$ cat config.mk
export PLATFORM = sky130hd
export DESIGN_NAME = lcr_link_control
export DESIGN_NICKNAME = d
export VERILOG_FILES = /design/src/logic/lcr_pkg.sv /design/src/logic/lcr_cycle_timer.sv /design/src/logic/lcr_link_control.sv
export VERILOG_INCLUDE_DIRS = /design/src /design/src/logic
export SDC_FILE = /design/constraint.sdc
export NUM_CORES = 1
export LEC_CHECK = 0
export BUFFER_PORTS_ARGS = -buffer_cell sky130_fd_sc_hd__buf_4
export CORE_AREA = 2 2 73 75
export CTS_CLUSTER_SIZE = 16
export DETAILED_ROUTE_END_ITERATION = 12
export DIE_AREA = 0 0 75 77
export HOLD_SLACK_MARGIN = 0.03
export MAX_ROUTING_LAYER = met4
export PLACE_DENSITY = 0.83
export REMOVE_ABC_BUFFERS = 1
export SLEW_MARGIN = 5
export SYNTH_ARGS = -nofsm -noshare
export SYNTH_HDL_FRONTEND = slang
export SYNTH_HIERARCHICAL = 1
export SYNTH_SLANG_ARGS = --single-unit
$ cat constraint.sdc
create_clock -name MCLK -period 2.15 [get_ports MCLK]
set_clock_uncertainty 0.2 [all_clocks]
set_input_delay 0.43 -clock MCLK [delete_from_list [all_inputs] [get_ports MCLK]]
set_output_delay 0.43 -clock MCLK [all_outputs]
set_load 0.02 [all_outputs]
$ cat src/logic/lcr_defines.svh
`ifndef LCR_DEFINES_SVH
`define LCR_DEFINES_SVH

`define LCR_ADDR_W 8
`define LCR_ADDR_SET 8'he0
`define LCR_ADDR_CLR 8'he4

`define LCR_BIT_SRC 22
`define LCR_BIT_MASTER 21
`define LCR_BIT_CTEN 20
`define LCR_BIT_PHY 10
`define LCR_BIT_SID 9
`define LCR_BIT_LOCK 6

`define LCR_LIVE_MASK 32'h0070_0640
`define LCR_ZERO_WORD 32'h0000_0000

`define LCR_OFS_W 12
// 3072 ticks of the 24.576 MHz clock make one 125 us cycle
`define LCR_CYCLE_TICKS 12'hc00
`define LCR_OFS_LAST 12'hbff
`define LCR_OFS_ZERO 12'h000
`define LCR_OFS_ONE 12'h001

`define LCR_CTX_NUM 4

`endif

$ cat src/logic/lcr_pkg.sv
package lcr_pkg;
	typedef struct packed {
		logic src;
		logic master;
		logic cten;
		logic phy;
		logic sid;
		logic lock;
	} lcr_ctrl_type;

	typedef struct packed {
		logic valid;
		logic [11:0] offset;
	} lcr_cyc_start_type;
endpackage : lcr_pkg

$ cat src/logic/lcr_cycle_timer.sv
`include "lcr_defines.svh"

module lcr_cycle_timer (
	input wire logic clk,
	input wire logic rst,
	input wire logic ce,
	input wire logic enable,
	input wire logic ext_src,
	input wire logic ext_pulse,
	input wire logic tick,
	input wire logic load,
	input wire logic [`LCR_OFS_W-1:0] load_val,
	output logic [`LCR_OFS_W-1:0] offset,
	output logic rollover
);
	logic [`LCR_OFS_W-1:0] ofs_r;
	logic [`LCR_OFS_W-1:0] ofs_nxt;
	logic roll_r;
	logic roll_nxt;

	////////////////////////////////////////////////////////////////
	always_comb begin
		ofs_nxt = ofs_r;
		roll_nxt = 1'b0;
		if (enable) begin
			if (load) begin
				ofs_nxt = load_val;
			end else if (ext_src && ext_pulse) begin
				ofs_nxt = `LCR_OFS_ZERO;
				roll_nxt = 1'b1;
			end else if (tick && !ext_src && ofs_r == `LCR_OFS_LAST) begin
				ofs_nxt = `LCR_OFS_ZERO;
				roll_nxt = 1'b1;
			end else if (tick) begin
				// external mode counts on past 12'hbff without a rollover until the pin says otherwise
				ofs_nxt = ofs_r + `LCR_OFS_ONE;
			end
		end
	end

	always_ff @(posedge clk or posedge rst) begin
		if (rst) begin
			ofs_r <= `LCR_OFS_ZERO;
			roll_r <= 1'b0;
		end else if (ce) begin
			ofs_r <= ofs_nxt;
			roll_r <= roll_nxt;
		end
	end

	assign offset = ofs_r;
	assign rollover = roll_r;

	////////////////////////////////////////////////////////////////
	a_wrap_at_last: assert property (
		@(posedge clk) disable iff (rst)
		ce && enable && !ext_src && !load && tick && ofs_r == `LCR_OFS_LAST
		|=> ofs_r == `LCR_OFS_ZERO && roll_r)
		else $error("internal cycle did not wrap after 3072 ticks");

	a_hold_when_off: assert property (
		@(posedge clk) disable iff (rst)
		ce && !enable |=> $stable(ofs_r) && !roll_r)
		else $error("offset moved while timer disabled");

	a_ext_rolls: assert property (
		@(posedge clk) disable iff (rst)
		ce && enable && ext_src && ext_pulse && !load
		|=> roll_r && ofs_r == `LCR_OFS_ZERO)
		else $error("external indication did not roll timer");

	a_ext_only: assert property (
		@(posedge clk) disable iff (rst)
		ce && ext_src && !ext_pulse |=> !roll_r)
		else $error("rollover without external indication");
endmodule : lcr_cycle_timer

$ cat src/logic/lcr_link_control.sv
// Added by the designer: the address-and-strobe port.
`include "lcr_defines.svh"

module lcr_link_control (
	input wire logic MCLK,
	input wire logic RST,
	input wire logic CE,
	input wire logic [`LCR_ADDR_W-1:0] ADDR,
	input wire logic [31:0] WDATA,
	input wire logic WR,
	input wire logic RD,
	output logic [31:0] RDATA,
	input wire logic CYCLE_IN,
	input wire logic OVERLONG,
	input wire logic TICK,
	input wire logic AR_ENABLE,
	input wire lcr_pkg::lcr_cyc_start_type RX_CS,
	input wire logic [`LCR_CTX_NUM-1:0] ISO_WR,
	input wire logic ISO_WDATA,
	output logic [`LCR_CTX_NUM-1:0] ISO_TAG1,
	output lcr_pkg::lcr_ctrl_type CTRL,
	output logic ACCEPT_PHY,
	output logic ACCEPT_SID,
	output logic [`LCR_OFS_W-1:0] CYCLE_OFFSET,
	output logic ROLLOVER,
	output logic SEND_CS
);
	import lcr_pkg::*;

	function automatic logic addr_hit(input logic [`LCR_ADDR_W-1:0] a,
			input logic [`LCR_ADDR_W-1:0] target);
		addr_hit = (a == target);
	endfunction : addr_hit

	function automatic logic [31:0] pack_word(input lcr_ctrl_type c);
		logic [31:0] w;
		w = `LCR_ZERO_WORD;
		w[`LCR_BIT_SRC] = c.src;
		w[`LCR_BIT_MASTER] = c.master;
		w[`LCR_BIT_CTEN] = c.cten;
		w[`LCR_BIT_PHY] = c.phy;
		w[`LCR_BIT_SID] = c.sid;
		w[`LCR_BIT_LOCK] = c.lock;
		pack_word = w;
	endfunction : pack_word

	lcr_ctrl_type ctrl_r;
	lcr_ctrl_type ctrl_nxt;
	logic [31:0] rdata_r;
	logic [31:0] rdata_nxt;
	logic ovl_prev_r;
	logic ovl_rise;
	logic set_wr;
	logic clr_wr;
	logic cyc_meta_r;
	logic cyc_sync_r;
	logic cyc_prev_r;
	logic ext_pulse;
	logic [`LCR_CTX_NUM-1:0] tag1_r;
	logic [`LCR_CTX_NUM-1:0] tag1_nxt;
	logic send_r;
	logic send_nxt;
	logic timer_roll;
	logic timer_load;
	logic [`LCR_OFS_W-1:0] timer_ofs;

	////////////////////////////////////////////////////////////////
	// register port
	// two addresses
	assign set_wr = WR && addr_hit(ADDR, `LCR_ADDR_SET);
	assign clr_wr = WR && addr_hit(ADDR, `LCR_ADDR_CLR);
	assign ovl_rise = OVERLONG && !ovl_prev_r;

	always_comb begin
		ctrl_nxt = ctrl_r;
		if (set_wr) begin
			ctrl_nxt.src = ctrl_r.src | WDATA[`LCR_BIT_SRC];
			ctrl_nxt.cten = ctrl_r.cten | WDATA[`LCR_BIT_CTEN];
			ctrl_nxt.phy = ctrl_r.phy | WDATA[`LCR_BIT_PHY];
			ctrl_nxt.sid = ctrl_r.sid | WDATA[`LCR_BIT_SID];
			ctrl_nxt.lock = ctrl_r.lock | WDATA[`LCR_BIT_LOCK];
		end
		if (clr_wr) begin
			ctrl_nxt.src = ctrl_r.src & ~WDATA[`LCR_BIT_SRC];
			ctrl_nxt.cten = ctrl_r.cten & ~WDATA[`LCR_BIT_CTEN];
			ctrl_nxt.phy = ctrl_r.phy & ~WDATA[`LCR_BIT_PHY];
			ctrl_nxt.sid = ctrl_r.sid & ~WDATA[`LCR_BIT_SID];
		end
		// the hardware clear beats a software set in the same cycle
		// overlong clears master
		if (ovl_rise) begin
			ctrl_nxt.master = 1'b0;
		end else if (set_wr && WDATA[`LCR_BIT_MASTER] && !OVERLONG) begin
			ctrl_nxt.master = 1'b1;
		end else if (clr_wr && WDATA[`LCR_BIT_MASTER]) begin
			ctrl_nxt.master = 1'b0;
		end
	end

	always_comb begin
		rdata_nxt = `LCR_ZERO_WORD;
		if (RD && (addr_hit(ADDR, `LCR_ADDR_SET) || addr_hit(ADDR, `LCR_ADDR_CLR))) begin
			rdata_nxt = pack_word(ctrl_r) & `LCR_LIVE_MASK;
		end
	end

	always_ff @(posedge MCLK or posedge RST) begin
		if (RST) begin
			ctrl_r <= '0;
			rdata_r <= `LCR_ZERO_WORD;
			ovl_prev_r <= 1'b0;
		end else if (CE) begin
			ctrl_r <= ctrl_nxt;
			rdata_r <= rdata_nxt;
			ovl_prev_r <= OVERLONG;
		end
	end

	////////////////////////////////////////////////////////////////
	// external cycle pin, two stages before any use
	always_ff @(posedge MCLK or posedge RST) begin
		if (RST) begin
			cyc_meta_r <= 1'b0;
			cyc_sync_r <= 1'b0;
			cyc_prev_r <= 1'b0;
		end else if (CE) begin
			cyc_meta_r <= CYCLE_IN;
			cyc_sync_r <= cyc_meta_r;
			cyc_prev_r <= cyc_sync_r;
		end
	end

	assign ext_pulse = cyc_sync_r && !cyc_prev_r;

	////////////////////////////////////////////////////////////////
	// cycle timer
	// slave sync
	assign timer_load = RX_CS.valid && !ctrl_r.master;

	lcr_cycle_timer u_timer (
		.clk(MCLK),
		.rst(RST),
		.ce(CE),
		.enable(ctrl_r.cten),
		.ext_src(ctrl_r.src),
		.ext_pulse(ext_pulse),
		.tick(TICK),
		.load(timer_load),
		.load_val(RX_CS.offset),
		.offset(timer_ofs),
		.rollover(timer_roll)
	);

	always_comb begin
		send_nxt = timer_roll && ctrl_r.master;
	end

	always_ff @(posedge MCLK or posedge RST) begin
		if (RST) begin
			send_r <= 1'b0;
		end else if (CE) begin
			send_r <= send_nxt;
		end
	end

	////////////////////////////////////////////////////////////////
	// tag-one sync filter bit of each receive context
	// writes while locked are dropped; the lock clears only on reset, which also zeroes the bits
	generate
		for (genvar i = 0; i < `LCR_CTX_NUM; i++) begin : g_ctx
			always_comb begin
				tag1_nxt[i] = tag1_r[i];
				if (ISO_WR[i] && !ctrl_r.lock) begin
					tag1_nxt[i] = ISO_WDATA;
				end
			end

			always_ff @(posedge MCLK or posedge RST) begin
				if (RST) begin
					tag1_r[i] <= 1'b0;
				end else if (CE) begin
					tag1_r[i] <= tag1_nxt[i];
				end
			end

			assign ISO_TAG1[i] = tag1_r[i] || ctrl_r.lock;
		end
	endgenerate

	////////////////////////////////////////////////////////////////
	assign RDATA = rdata_r;
	assign CTRL = ctrl_r;
	assign ACCEPT_PHY = ctrl_r.phy && AR_ENABLE;
	assign ACCEPT_SID = ctrl_r.sid;
	assign CYCLE_OFFSET = timer_ofs;
	assign ROLLOVER = timer_roll;
	assign SEND_CS = send_r;

	////////////////////////////////////////////////////////////////
	a_reserved_zero: assert property (
		@(posedge MCLK) disable iff (RST)
		(RDATA & ~`LCR_LIVE_MASK) == `LCR_ZERO_WORD)
		else $error("reserved bits read nonzero");

	a_read_back: assert property (
		@(posedge MCLK) disable iff (RST)
		CE && RD && addr_hit(ADDR, `LCR_ADDR_CLR)
		|=> RDATA == (pack_word($past(ctrl_r)) & `LCR_LIVE_MASK))
		else $error("read does not return register contents");

	a_set_read: assert property (
		@(posedge MCLK) disable iff (RST)
		CE && RD && addr_hit(ADDR, `LCR_ADDR_SET)
		|=> RDATA == (pack_word($past(ctrl_r)) & `LCR_LIVE_MASK))
		else $error("set address read does not return contents");

	a_read_idle: assert property (
		@(posedge MCLK) disable iff (RST)
		CE && !RD |=> RDATA == `LCR_ZERO_WORD)
		else $error("read data present without a read");

	a_set_write: assert property (
		@(posedge MCLK) disable iff (RST)
		CE && set_wr && WDATA[`LCR_BIT_CTEN] |=> ctrl_r.cten)
		else $error("set write did not set the bit");

	a_clear_write: assert property (
		@(posedge MCLK) disable iff (RST)
		CE && clr_wr && WDATA[`LCR_BIT_SRC] |=> !ctrl_r.src)
		else $error("clear write did not clear the bit");

	a_zero_keeps: assert property (
		@(posedge MCLK) disable iff (RST)
		CE && set_wr && !WDATA[`LCR_BIT_PHY] |=> ctrl_r.phy == $past(ctrl_r.phy))
		else $error("written zero changed a bit");

	a_master_drop: assert property (
		@(posedge MCLK) disable iff (RST)
		CE && OVERLONG && !ovl_prev_r |=> !ctrl_r.master)
		else $error("overlong event did not clear master role");

	a_master_block: assert property (
		@(posedge MCLK) disable iff (RST)
		CE && OVERLONG && !ctrl_r.master |=> !ctrl_r.master)
		else $error("master role set during overlong event");

	a_lock_sticky: assert property (
		@(posedge MCLK) disable iff (RST)
		ctrl_r.lock |=> ctrl_r.lock [*2])
		else $error("filter lock cleared without reset");

	a_lock_clear_ignored: assert property (
		@(posedge MCLK) disable iff (RST)
		CE && clr_wr && WDATA[`LCR_BIT_LOCK] && ctrl_r.lock |=> ctrl_r.lock)
		else $error("clear address removed the filter lock");

	a_lock_force: assert property (
		@(posedge MCLK) disable iff (RST)
		CE && set_wr && WDATA[`LCR_BIT_LOCK] |=> &ISO_TAG1)
		else $error("filter lock did not force tag-one bits");

	a_iso_write: assert property (
		@(posedge MCLK) disable iff (RST)
		CE && !ctrl_r.lock && ISO_WR[0]
		|=> ctrl_r.lock || ISO_TAG1[0] == $past(ISO_WDATA))
		else $error("unlocked tag-one bit not writable");

	a_phy_gate: assert property (
		@(posedge MCLK) disable iff (RST)
		CE && set_wr && WDATA[`LCR_BIT_PHY] && !ovl_rise
		|=> AR_ENABLE == ACCEPT_PHY)
		else $error("phy packet accept not following context");

	a_sid_alone: assert property (
		@(posedge MCLK) disable iff (RST)
		CE && clr_wr && WDATA[`LCR_BIT_PHY] && !WDATA[`LCR_BIT_SID]
		|=> ACCEPT_SID == $past(ctrl_r.sid))
		else $error("phy packet bit changed self-id receipt");

	a_sid_set: assert property (
		@(posedge MCLK) disable iff (RST)
		CE && set_wr && WDATA[`LCR_BIT_SID] |=> ACCEPT_SID)
		else $error("self-id receipt not enabled by set write");

	a_cycle_start: assert property (
		@(posedge MCLK) disable iff (RST)
		CE && timer_roll && ctrl_r.master |=> SEND_CS)
		else $error("rollover as master sent no cycle start");

	a_slave_load: assert property (
		@(posedge MCLK) disable iff (RST)
		CE && ctrl_r.cten && !ctrl_r.master && RX_CS.valid
		|=> CYCLE_OFFSET == $past(RX_CS.offset))
		else $error("received cycle start did not resync offset");
endmodule : lcr_link_control

## After elaboration in Yosys (flattened, before gate mapping)

Index checks and enable logic that the tools add are counted.

- Input bits: 67
- Word-level logic and storage cells: 91
- Bits in registers: 60
- Output and inout port bits: 58

- Reduce and logical (&&, ||, !) cells: 40
- Bitwise operators: 13
- Equality and inequality tests: 3
- Add/subtract/negate cells: 1
- Multiplexer cells: 16

Operators with widths:

| cell | number |
|---|---|
| $mux W12 | 4 |
| $mux W23 | 1 |
| $logic_and A1 B1 Y1 | 18 |
| $eq A8 B8 Y1 const B | 2 |
| $reduce_and A2 Y1 | 7 |
| $add A12 B1 Y12 const B | 1 |
| $eq A12 B12 Y1 const B | 1 |
| $mux W1 | 9 |
| $logic_not A1 Y1 | 6 |
| $logic_or A1 B1 Y1 | 5 |
| $or A1 B1 Y1 | 5 |
| $and A1 B1 Y1 | 4 |
| $mux W4 | 1 |
| $not A1 Y1 | 4 |
| $reduce_bool A4 Y1 | 1 |
| $mux W3 | 1 |
| $reduce_and A3 Y1 | 1 |
| $reduce_bool A3 Y1 | 1 |
| $reduce_bool A2 Y1 | 1 |

## Longest topological paths before layout

Gate-level depths: netlist of run 1.

- Depth after elaboration: 7
- Depth in mapped cells: 7
- Gate-level depth less buffers: 6

## Modules after synthesis

The synthesis of run 1 kept the hierarchy.

Modules (own cells, without submodules):

| module | instances | area an instance (um2) | seq. area each (um2) | cells each |
|---|---|---|---|---|
| lcr_link_control | 1 | 1,158.6 | 525.5 | 103 |
| lcr_cycle_timer | 1 | 958.4 | 325.3 | 112 |

## Worst setup path after synthesis of run 1

Ideal clock, no wire load.

- Kind: register to register
- Start: register u_timer.ofs_r[0], in the netlist u_timer/offset[0]
- End: register u_timer.ofs_r[8], in the netlist u_timer/offset[8]
- Path slack: 0.160 ns
- Cell stages (with the launch flop): 8
- Arrival: 1.669 ns
- Buffers on the path: 1
- Clock period less this slack: 1.990 ns
- Data required time: 1.829 ns
- Cells stage by stage: dfrtp_1 > ha_1 > nand4_2 > nor4_2 > a211o_2 > buf_6 > a311oi_1 > o22a_1

- Cells in the longest elaborated chain, start to end: 5
- Elaborated cells on any way between the ends: 9
- Those cells by class: add/sub: 1; eq/ne: 1; mux: 4; reduce/logical: 3

Ends and longest elaborated chain:

| what | line | text |
|---|---|---|
| from (decl) | lcr_cycle_timer.sv:16 | `` logic [`LCR_OFS_W-1:0] ofs_r; `` |
| from (signal assigned) | lcr_cycle_timer.sv:43 | `` ofs_r <= `LCR_OFS_ZERO; `` |
| from (signal assigned) | lcr_cycle_timer.sv:46 | `ofs_r <= ofs_nxt;` |
| $add A12 B1 Y12 (no source line) / $eq A12 B12 Y1 (equally long branches) | -- |  |
| $mux W12 / $logic_and A1 B1 Y1 (equally long branches) | -- |  |
| $mux W12 | lcr_cycle_timer.sv:31 | `` end else if (tick && !ext_src && ofs_r == `LCR_OFS_LAST) begin `` |
| $mux W12 | lcr_cycle_timer.sv:28 | `end else if (ext_src && ext_pulse) begin` |
| $mux W12 | lcr_cycle_timer.sv:26 | `if (load) begin` |

Several ways; a longest one is shown, not always the timed one. The select of a mux whose other input is x is not followed.
A chain may end at the register's enable or synchronous reset.

## Worst setup path after layout of run 1

- Start: register u_timer.ofs_r[1], in the netlist u_timer/offset[1]
- End: register u_timer.ofs_r[10], in the netlist u_timer/offset[10]

Same word-level chain as after synthesis.

==> results of run 1 <==
area by class of cell:
class                      instances  area [um2]
sequential                        34         851
multi-input combinational        162        1050
clock inverter                     2        10.0
timing repair buffer              79         596
tap                               70        87.6
clock buffer                       5        68.8
fill                             479        2280
inverter                           7        26.3
through the flow:
| stage | worst slack, ps | power, mW |
|---|---|---|
| floorplan | 18.3 | 0.979 |
| global placement | 152 | 1.16 |
| detailed placement | 139 | 1.18 |
| CTS | 141 | 1.62 |
| global route | 12.1 | 1.69 |
| finish | 134 | 1.60 |
critical path, stage by stage (launching register included):
cell and delay (ps):
dfrtp_1 420, ha_1 210, nand4_2 120, nor4_2 340, a211o_2 290, and2_1 210
a221oi_1 90
metal layers:
layer  wire (um)  up-vias
li1            -      886
met1        2150      893
met2        2460       85
met3         413        7
met4          46        0
met5           0        -
worst min-delay path by stage:
stage	startpoint	to	slack (ps)	depth (start not counted)
after global placement	RST	SEND_CS	110	2
after CTS	CYCLE_IN	cyc_meta_r	170	2
final	CYCLE_IN	cyc_meta_r	180	2
after detailed placement	RST	SEND_CS	120	2
after global routing	CYCLE_IN	cyc_meta_r	180	2
after floorplan	RST	u_timer/offset[0]	110	1
registers in the layout, summed over array words and instances (netlist names), named ones only:
| name | cells |
|---|---|
| cyc_prev_r | 1 |
| CTRL | 4 |
| tag1_r | 4 |
| SEND_CS | 1 |
| ovl_prev_r | 1 |
| cyc_meta_r | 1 |
| cyc_sync_r | 1 |
| RDATA | 6 |
| u_timer/offset | 12 |
| ACCEPT_SID | 1 |
| u_timer/rollover | 1 |
timing repair:
action / in CTS / in global routing
hold buffers: 1 / 0
endpoints found under the hold margin: 15 / 0
setup buffers: 0 / 0
gates resized for setup: 0 / 0
cells in the mapped netlist, types with 2 or more instances:
| library cell | number |
|---|---|
| a211o_1 | 2 |
| a21o_2 | 2 |
| a21oi_1 | 17 |
| a2bb2oi_1 | 2 |
| a31oi_1 | 5 |
| a32o_2 | 5 |
| and2_1 | 5 |
| and3_1 | 3 |
| and3_2 | 4 |
| buf_2 | 2 |
| buf_4 | 27 |
| buf_6 | 5 |
| clkbuf_1 | 3 |
| dfrtp_1 | 34 |
| inv_1 | 7 |
| mux2_1 | 4 |
| mux2_2 | 7 |
| nand2_1 | 18 |
| nand3_1 | 5 |
| nand4_1 | 8 |
| nor2_1 | 5 |
| nor2b_1 | 5 |
| o21a_1 | 2 |
| o21ai_0 | 9 |
| or2_2 | 4 |
power breakdown:
group,internal (mW),switching (mW),leakage [nW]
Clock,0.217,0.216,0.0438
Combinational,0.189,0.223,0.913
Sequential,0.695,0.0570,0.452
Total,1.10,0.496,1.41
kinds of logic after synthesis:
kind of cell	synth area share, %
simple gates	18.4
compound gates	20.3
buf+inv	14.5
flops	40.2
mux	5.85
fa+ha+maj	0.591
other cells	0.177
layout by cell type (no fill, tap or decap), types with 2 or more instances in the layout:
cell / n
and3_1: 3
inv_1: 7
a32o_2: 5
o21a_1: 2
mux2_1: 4
a21oi_1: 17
nand2_1: 18
mux2_2: 7
conb_1: 26
dfrtp_1: 34
nor2_1: 5
clkinv_2: 2
buf_4: 78
nor2b_1: 5
and2_1: 5
and3_2: 4
clkbuf_8: 5
a211o_1: 2
nand3_1: 5
a2bb2oi_1: 2
nand4_1: 8
a31oi_1: 5
o21ai_0: 9
a21o_2: 2
or2_2: 4
==> summary.md, run 1 <==
| Metric | Value |
|---|---|
| Fin. Hold Viols | 0 |
| Die ar. | 5780 um2 |
| Layout cell share with drive strength beyond 1 | 39.8% |
| Initial Util | 42.5% |
| Worst R2R End | u_timer/offset[10] |
| Antenna violations before repair | 0 |
| Top FF cell, synth | dfrtp_1 |
| Synthesized instance count | 215 |
| Post-Syn Area | 2120 um2 |
| Largest net degree at the start of global routing | 20 |
| Number of CTS-inserted buffers | 5 |
| Crit Path Class | reg2reg |
| Hold WS | 184 ps |
| Worst setup EP type | flip-flop |
| CP Launch Type | flip-flop |
| Final Max Tran Viols | 0 |
| Max capacitance violation total | 0 |
| Tcrit/Tclk final | 93.8% |
| P_leak | 1.41 nW |
| Sequential fraction of the synthesis area | 40.2% |
| Residual DRC | 0 |
| Global route overflow | 0 |
| Worst-Skew Late Latency | 280 ps |
| First-pass DRT Iterations | 4 |
| Layout Utilization | 54.1% |
| Vias | 1871 |
| Fin area | 2690 um2 |
| Wire length per cell | 14.1 um |
| Critical Path Start | u_timer/offset[1] |
| Antenna Nets Post-Route | 0 |
| Syn avg cell area | 9.85 um2 |
| Most area-consuming cells after synthesis | dfrtp_1 (40%), buf_4 (9.6%), a21oi_1 (4.0%), mux2_2 (3.7%), nand2_1 (3.2%) |
| Met3 Track Usage GR | 5.65% |
| R2R depth | 6 |
| Placed Cells incl. Taps | 351 |
| Worst-margin pin slew | 550 ps |
| Worst reg2reg startpoint | u_timer/offset[1] |
| GP Congestion | 0.851 |
| Die width | 75 um |
| TritonCTS clock tree | yes |
| EDFF count, synth | 0 |
| Clock sink count | 34 |
| Final setup fails | 0 |
| Vias in the first global route | 1873 |
| P&R area growth vs syn | 27.2% |
| Slew HR | 63.3% |
| Yosys cell types | 50 |
| PwrDens | 593 nW/um2 |
| CTS Root Buffer Type | clkbuf_8 |
| Rows | 26 |
| Crit path DAT | 1970 ps |
| Die H | 77 um |
| Data required time of the worst path | 2100 ps |
| GRT Overall Usage | 18.9% |
| Reg clk slew, reported paths | 60 ps |
| Peak VDD IR | 363 uV |
| GR Layer Usage met2 | 29.3% |
| I/O Pins | 125 |
| Worst-path fanout max | 11 |
| Worst Setup EP | u_timer/offset[10] |
| Number of nets in the layout | 357 |
| Depth of the CTS H-tree | 2 |
| Core Region | 4980 um2 |
| Vias per inst | 5.21 |
| Port Buf Inserts | 72 |
| Dpl cell area | 2600 um2 |
| Max Clk Rate | 496 MHz |
| Final Critical Period | 2020 ps |
| Dpl hpwl | 3.85 mm |
| Busiest grt layer | met2 |
| Met1 Track Usage GR | 23.9% |
| Synth top area share | 40.2% |
| Reg2reg setup slack | 130 ps |
| Detailed router's first-iteration violation count | 127 |
| Maximum root-to-sink buffer count | 2 |
| Ant diodes | 0 |
| Non-Filler Instances | 359 |
| Post-synthesis register bit count | 34 |
| RSZ-0062 raised after global routing | no |
| Status | completed |
| Synth area leader | dfrtp_1 |
| Yosys warning count | 6 |
| Total Wirelength | 5.07 mm |
| Fraction of registers with async set/reset | 100% |
| First-pass GRT wire length | 8.38 mm |
| Worst hold-check path type | in2reg |
| Setup TNS | 0 ps |
Power figures use the tool's default switching activity.
==> inputs of run 2 (changes only) <==
--- a/config.mk
+++ b/config.mk
@@ -13,7 +13,7 @@
 export DIE_AREA = 0 0 75 77
 export HOLD_SLACK_MARGIN = 0.03
 export MAX_ROUTING_LAYER = met4
-export PLACE_DENSITY = 0.83
+export PLACE_DENSITY = 0.89
 export REMOVE_ABC_BUFFERS = 1
 export SLEW_MARGIN = 5
 export SYNTH_ARGS = -nofsm -noshare
==> constraint.sdc (replaced) <==
create_clock -name MCLK -period 2.19 [get_ports MCLK]
set_clock_uncertainty 0.2 [all_clocks]
set_input_delay 0.438 -clock MCLK [delete_from_list [all_inputs] [get_ports MCLK]]
set_output_delay 0.438 -clock MCLK [all_outputs]
set_load 0.02 [all_outputs]
==> run 2 against run 1 <==
Fmax increased by 2.6%. Power grew 1.8%. Hold slack improved by 2.5 ps. Largest power group unchanged. Design area rose by 0.46%. Clock power grew 11%.
==> summary.md, run 2 (synthesized netlist as in run 1, its figures left out) <==
| Metric | Value |
|---|---|
| Most frequent cells in the layout | buf_4 (78), dfrtp_1 (34), conb_1 (26), nand2_1 (18), a21oi_1 (17) (unchanged) |
| Number of CTS-inserted buffers | 5 (unchanged) |
| Tot Pwr | 1.63 mW (was 1.60 mW) |
| Max reg flops | 12 (unchanged) |
| CTS Root Buffer Type | clkbuf_8 (unchanged) |
| Max Clk Rate | 509 MHz (was 496 MHz) |
| Global route overflow | 0 (unchanged) |
| Met1 Track Usage GR | 25.1% (was 23.9%) |
| Max capacitance violation total | 0 (unchanged) |
| I/O Pins | 125 (unchanged) |
| Clock sink count | 34 (unchanged) |
| Busiest grt layer | met2 (unchanged) |
| Total Wirelength | 5.35 mm (was 5.07 mm) |
| Placement-stage worst setup slack | 135 ps (was 139 ps) |
| Sequential cell area | 851 um2 (unchanged) |
| Port Buf Inserts | 72 (unchanged) |
| Filler Cells Inserted | 472 (was 479) |
| Crit Path Class | reg2reg (unchanged) |
| GR Layer Usage met2 | 31.5% (was 29.3%) |
| Post-CTS Setup Inserts | 0 (unchanged) |
| Data required time of the worst path | 2170 ps (was 2100 ps) |
| Met3 Track Usage GR | 4.07% (was 5.65%) |
| GP Congestion | 0.817 (was 0.851) |
| P_leak | 1.41 nW (about the same) |
| Rows | 26 (unchanged) |
| Depth of the CTS H-tree | 2 (unchanged) |
| Die H | 77 um (unchanged) |
| Hold WS | 187 ps (was 184 ps) |
| TritonCTS clock tree | yes (unchanged) |
| Final setup fails | 0 (unchanged) |
| Reg clk slew, reported paths | 70 ps (was 60 ps) |
| First-pass DRT Iterations | 4 (unchanged) |
| Setup TNS | 0 ps (unchanged) |
| Core Region | 4980 um2 (unchanged) |
| Layout cell share with drive strength beyond 1 | 39.7% (was 39.8%) |
| First-pass GRT wire length | 8.71 mm (was 8.38 mm) |
| Fin. Hold Viols | 0 (unchanged) |
| Detailed router's first-iteration violation count | 203 (was 127) |
| Maximum root-to-sink buffer count | 2 (unchanged) |
| Area of the multi-input gates | 1050 um2 (unchanged) |
| Worst-margin pin slew | 538 ps (was 550 ps) |
| Die width | 75 um (unchanged) |
| CP Launch Type | flip-flop (unchanged) |
| PwrDens | 601 nW/um2 (was 593 nW/um2) |
| Worst setup EP type | flip-flop (unchanged) |
| RSZ-0062 raised after global routing | no (unchanged) |
| Setup ws final | 225 ps (was 134 ps) |
| Placed Cells incl. Taps | 351 (unchanged) |
| Fin area | 2710 um2 (was 2690 um2) |
| Crit path DAT | 1950 ps (was 1970 ps) |
| Antenna Nets Post-Route | 0 (unchanged) |
| Worst-path fanout max | 11 (unchanged) |
| Tcrit/Tclk final | 89.7% (was 93.8%) |
| GRT Overall Usage | 19.8% (was 18.9%) |
| Vias per inst | 5.26 (was 5.21) |
| Worst hold-check path type | in2reg (unchanged) |
| Worst-Skew Late Latency | 280 ps (about the same) |
| Largest net degree at the start of global routing | 15 (was 20) |
| Die ar. | 5780 um2 (unchanged) |
| Final Critical Period | 1970 ps (was 2020 ps) |
| Antenna violations before repair | 0 (unchanged) |
| Wire length per cell | 14.9 um (was 14.1 um) |
| Slew HR | 64.1% (was 63.3%) |
| Dpl cell area | 2600 um2 (unchanged) |
| P&R area growth vs syn | 27.8% (was 27.2%) |
| Layout Utilization | 54.3% (was 54.1%) |
| Commonest non-fill, non-tap cell in the layout | buf_4 (unchanged) |
| Ant diodes | 0 (unchanged) |
| Status | completed (unchanged) |
| Initial Util | 42.5% (unchanged) |
| Final Max Tran Viols | 0 (unchanged) |
| Peak VDD IR | 345 uV (was 363 uV) |
| Dpl hpwl | 4.13 mm (was 3.85 mm) |
| Vias in the first global route | 1882 (was 1873) |
| Vias | 1892 (was 1871) |
| Non-Filler Instances | 360 (was 359) |
| Number of nets in the layout | 357 (unchanged) |
| Residual DRC | 0 (unchanged) |
run 2: changes by cell type in the layout (fill, tap and decap cells not counted):
| cell | change |
|---|---|
| clkinv_2 | -1 |
| clkbuf_8 | +1 |
| clkbuf_1 | +1 |
run 2: final cells by class:
cell class	count	share of cell area, %
clock buffer	7	3.19
clock inverter	1	0.185
inverter	7	0.971
multi-input combinational	162	38.9
sequential	34	31.5
tap	70	3.24
timing repair buffer	79	22.0
run 2: worst max-delay path, cell delays in order, from the launching register on:
cell and delay (ps):
dfrtp_1 420, ha_1 220, nand4_2 110, nor4_2 60, a211o_2 370, and2_1 220
a221oi_1 260
run 2: where the power goes:
group	switching (mW)	total, mW	leakage (nW)	internal (mW)
combinational	0.219	0.405	0.912	0.186
sequential	0.0569	0.739	0.452	0.682
clock	0.227	0.481	0.0482	0.254
run 2: per-layer routing:
layer,wire [um],up-vias
met4,105,0
met2,2700,94
met1,2200,905
met5,0,-
li1,-,883
met3,343,10
run 2: final timing paths:
path | startpoint | end | slack, ps | depth (start not counted)
min in group asynchronous | RST | CTRL[4] | 460 | 3
max reg2reg | u_timer/offset[1] | u_timer/offset[10] | 220 | 6
min reg2reg | RDATA[20] | RDATA[20] | 290 | 1
min | CYCLE_IN | cyc_meta_r | 190 | 2
max | u_timer/offset[1] | u_timer/offset[10] | 220 | 6
max in group asynchronous | RST | cyc_prev_r | 830 | 4
run 2: repair_timing:
| item | CTS | global route |
|---|---|---|
| resized for setup | 0 | 0 |
| hold endpoints to repair | 20 | 0 |
| hold buffers | 1 | 0 |
==> inputs of run 3 (changes only) <==
--- a/config.mk
+++ b/config.mk
@@ -7,10 +7,12 @@
 export NUM_CORES = 1
 export LEC_CHECK = 0
 export BUFFER_PORTS_ARGS = -buffer_cell sky130_fd_sc_hd__buf_4
-export CORE_AREA = 2 2 73 75
+export CELL_PAD_IN_SITES_DETAIL_PLACEMENT = 1
+export CELL_PAD_IN_SITES_GLOBAL_PLACEMENT = 2
+export CORE_AREA = 2 2 97 99
 export CTS_CLUSTER_SIZE = 16
 export DETAILED_ROUTE_END_ITERATION = 12
-export DIE_AREA = 0 0 75 77
+export DIE_AREA = 0 0 99 101
 export HOLD_SLACK_MARGIN = 0.03
 export MAX_ROUTING_LAYER = met4
 export PLACE_DENSITY = 0.89
==> run 3 against run 2 <==
Critical path depth did not move. Critical path type unchanged. Combinational power rose by 2%. Largest power group unchanged. Final cell count rose by 12%. Die area rose by 73%. First-iteration DRC count fell by 81%. Core utilization fell by 23 points. Clock power rose by 25%. Power rose by 7.9%. Global-route usage fell by 7.2 points. Wire length rose by 17%. Setup slack got worse by 87 ps.
==> summary.md, run 3 (synthesized netlist as in run 1, its figures left out) <==
| Metric | Value |
|---|---|
| Layout cell share with drive strength beyond 1 | 40.6% (was 39.7%) |
| Core Region | 8980 um2 (was 4980 um2) |
| Filler Cells Inserted | 1062 (was 472) |
| Crit path DAT | 2020 ps (was 1950 ps) |
| Vias | 1888 (was 1892) |
| Data required time of the worst path | 2160 ps (was 2170 ps) |
| Reg clk slew, reported paths | 80 ps (was 70 ps) |
| Peak VDD IR | 219 uV (was 345 uV) |
| Final Critical Period | 2050 ps (was 1970 ps) |
| Max capacitance violation total | 0 (unchanged) |
| CP max-delay cell | dfrtp_1 (unchanged) |
| Worst-margin pin slew | 586 ps (was 538 ps) |
| Die ar. | 10000 um2 (was 5780 um2) |
| Hold EP | cyc_meta_r (unchanged) |
| Antenna violations before repair | 0 (unchanged) |
| Hold Startpoint | CYCLE_IN (unchanged) |
| R2R depth | 6 (unchanged) |
| Crit Path Class | reg2reg (unchanged) |
| Maximum root-to-sink buffer count | 2 (unchanged) |
| Number of nets in the layout | 360 (was 357) |
| Crit path cell chain | ha_1 > nand4_2 > nor4_2 > a211o_2 > and2_1 > a221oi_1 (unchanged) |
| P_leak | 1.43 nW (was 1.41 nW) |
| Total Wirelength | 6.28 mm (was 5.35 mm) |
| Status | completed (unchanged) |
| First-pass GRT wire length | 9.78 mm (was 8.71 mm) |
| Worst-Skew Late Latency | 290 ps (was 280 ps) |
| Port Buf Inserts | 72 (unchanged) |
| Post-CTS Resized | 0 (unchanged) |
| Vias per inst | 4.67 (was 5.26) |
| Setup ws final | 138 ps (was 225 ps) |
| Worst-path fanout max | 11 (unchanged) |
| Tcrit/Tclk final | 93.7% (was 89.7%) |
| Final setup fails | 0 (unchanged) |
| Wire length per cell | 15.6 um (was 14.9 um) |
| Rows | 35 (was 26) |
| Fin area | 2800 um2 (was 2710 um2) |
| Dpl hpwl | 4.81 mm (was 4.13 mm) |
| Dpl cell area | 2680 um2 (was 2600 um2) |
| Slew HR | 60.9% (was 64.1%) |
| P&R area growth vs syn | 32.3% (was 27.8%) |
| Worst hold-check path type | in2reg (unchanged) |
| Ant diodes | 0 (unchanged) |
| Largest net degree at the start of global routing | 22 (was 15) |
| Residual DRC | 0 (unchanged) |
| Placement-stage worst setup slack | 142 ps (was 135 ps) |
| Worst reg2reg startpoint | u_timer/offset[1] (unchanged) |
| Antenna Nets Post-Route | 0 (unchanged) |
| PwrDens | 626 nW/um2 (was 601 nW/um2) |
| Final Max Tran Viols | 0 (unchanged) |
| Commonest non-fill, non-tap cell in the layout | buf_4 (unchanged) |
| TritonCTS clock tree | yes (unchanged) |
| Max Clk Rate | 487 MHz (was 509 MHz) |
| Die width | 99 um (was 75 um) |
| RSZ-0062 raised after global routing | no (unchanged) |
| GRT Overall Usage | 12.6% (was 19.8%) |
| Number of CTS-inserted buffers | 5 (unchanged) |
| Most frequent cells in the layout | buf_4 (81), dfrtp_1 (34), conb_1 (26), nand2_1 (18), a21oi_1 (17) (was buf_4 (78), dfrtp_1 (34), conb_1 (26), nand2_1 (18), a21oi_1 (17)) |
| Fin. Hold Viols | 0 (unchanged) |
| Die H | 101 um (was 77 um) |
| Max stage delay on crit path | 420 ps (about the same) |
| Vias in the first global route | 1941 (was 1882) |
| I/O Pins | 125 (unchanged) |
| Worst R2R End | u_timer/offset[10] (unchanged) |
| Global route overflow | 0 (unchanged) |
| First-pass DRT Iterations | 4 (unchanged) |
| Detailed router's first-iteration violation count | 39 (was 203) |
| Initial Util | 23.6% (was 42.5%) |
| Setup TNS | 0 ps (unchanged) |
| WHS Path Cells | 2 (unchanged) |
| Depth of the CTS H-tree | 2 (unchanged) |
| Max reg flops | 12 (unchanged) |
| CTS Root Buffer Type | clkbuf_8 (unchanged) |
| CP Launch Type | flip-flop (unchanged) |
| GP Congestion | 0.848 (was 0.817) |
| Reg2reg setup slack | 140 ps (was 220 ps) |
| Worst setup EP type | flip-flop (unchanged) |
| Clock sink count | 34 (unchanged) |
-- run 3: changes by cell type in the layout (fill, tap and decap cells not counted) --
| cell | before | now |
|---|---|---|
| clkbuf_1 | 1 | 0 |
| buf_4 | 78 | 81 |
| clkbuf_8 | 6 | 5 |
| clkinvlp_4 | 0 | 2 |
| bufinv_16 | 0 | 1 |
| clkinv_2 | 1 | 0 |
-- run 3: worst max-delay path by stage --
| stage | startpoint | to | slack [ps] | cells past startpoint |
|---|---|---|---|---|
| final | u_timer/offset[1] | u_timer/offset[10] | 140 | 6 |
| after global routing | u_timer/offset[1] | u_timer/offset[10] | 40 | 6 |
| after CTS | u_timer/offset[1] | u_timer/offset[10] | 150 | 6 |
| after detailed placement | TICK | u_timer/offset[10] | 140 | 6 |
| after global placement | TICK | u_timer/offset[10] | 150 | 6 |
| after floorplan | CTRL[4] | u_timer/offset[10] | 60 | 5 |
-- run 3: power breakdown --
group,internal (mW),switching (mW),total (mW)
clock,0.339,0.264,0.603
combinational,0.187,0.225,0.412
sequential,0.682,0.0571,0.739
total,1.21,0.545,1.75
-- run 3: worst max-delay path, delay by kind of cell, from the launching register on --
kind	cells	cell delay, ps
compound gates	2	400
fa+ha+maj	1	210
flops	1	420
simple gates	3	710
-- run 3: cell type report --
cell class / count / area, um2 / share of cell area (%)
Multi-Input combinational cell: 162 / 1050 / 37.6
Sequential cell: 34 / 851 / 30.4
Clock inverter: 3 / 45.0 / 1.61
Inverter: 7 / 26.3 / 0.938
Tap cell: 111 / 139 / 4.96
Clock buffer: 5 / 68.8 / 2.46
Timing Repair Buffer: 82 / 618 / 22.1
-- run 3: stage by stage --
step / std cells / hold slack (ps) / total power, mW / util (%)
floorplan: 203 / 115 / 0.961 / -
global placement: 395 / 273 / 1.15 / 29.8
detailed placement: 395 / 282 / 1.17 / 29.8
CTS: 404 / 179 / 1.78 / 31.2
global route: 404 / 188 / 1.85 / 31.2
finish: 404 / 190 / 1.75 / 31.2
-- run 3: layer usage --
layer / track usage (%) / vias up / routed length [um]
met5: - / - / 0
met4: 2.74 / 0 / 38
met3: 3.19 / 6 / 437
met2: 19.8 / 79 / 2940
met1: 16.6 / 912 / 2870
li1: - / 891 / -
-- run 3: what timing repair did --
action / in CTS / in global routing
setup buffers: 0 / 0
hold buffers: 1 / 0
hold endpoints to repair: 27 / 0
endpoints found under the setup margin: 0 / 0
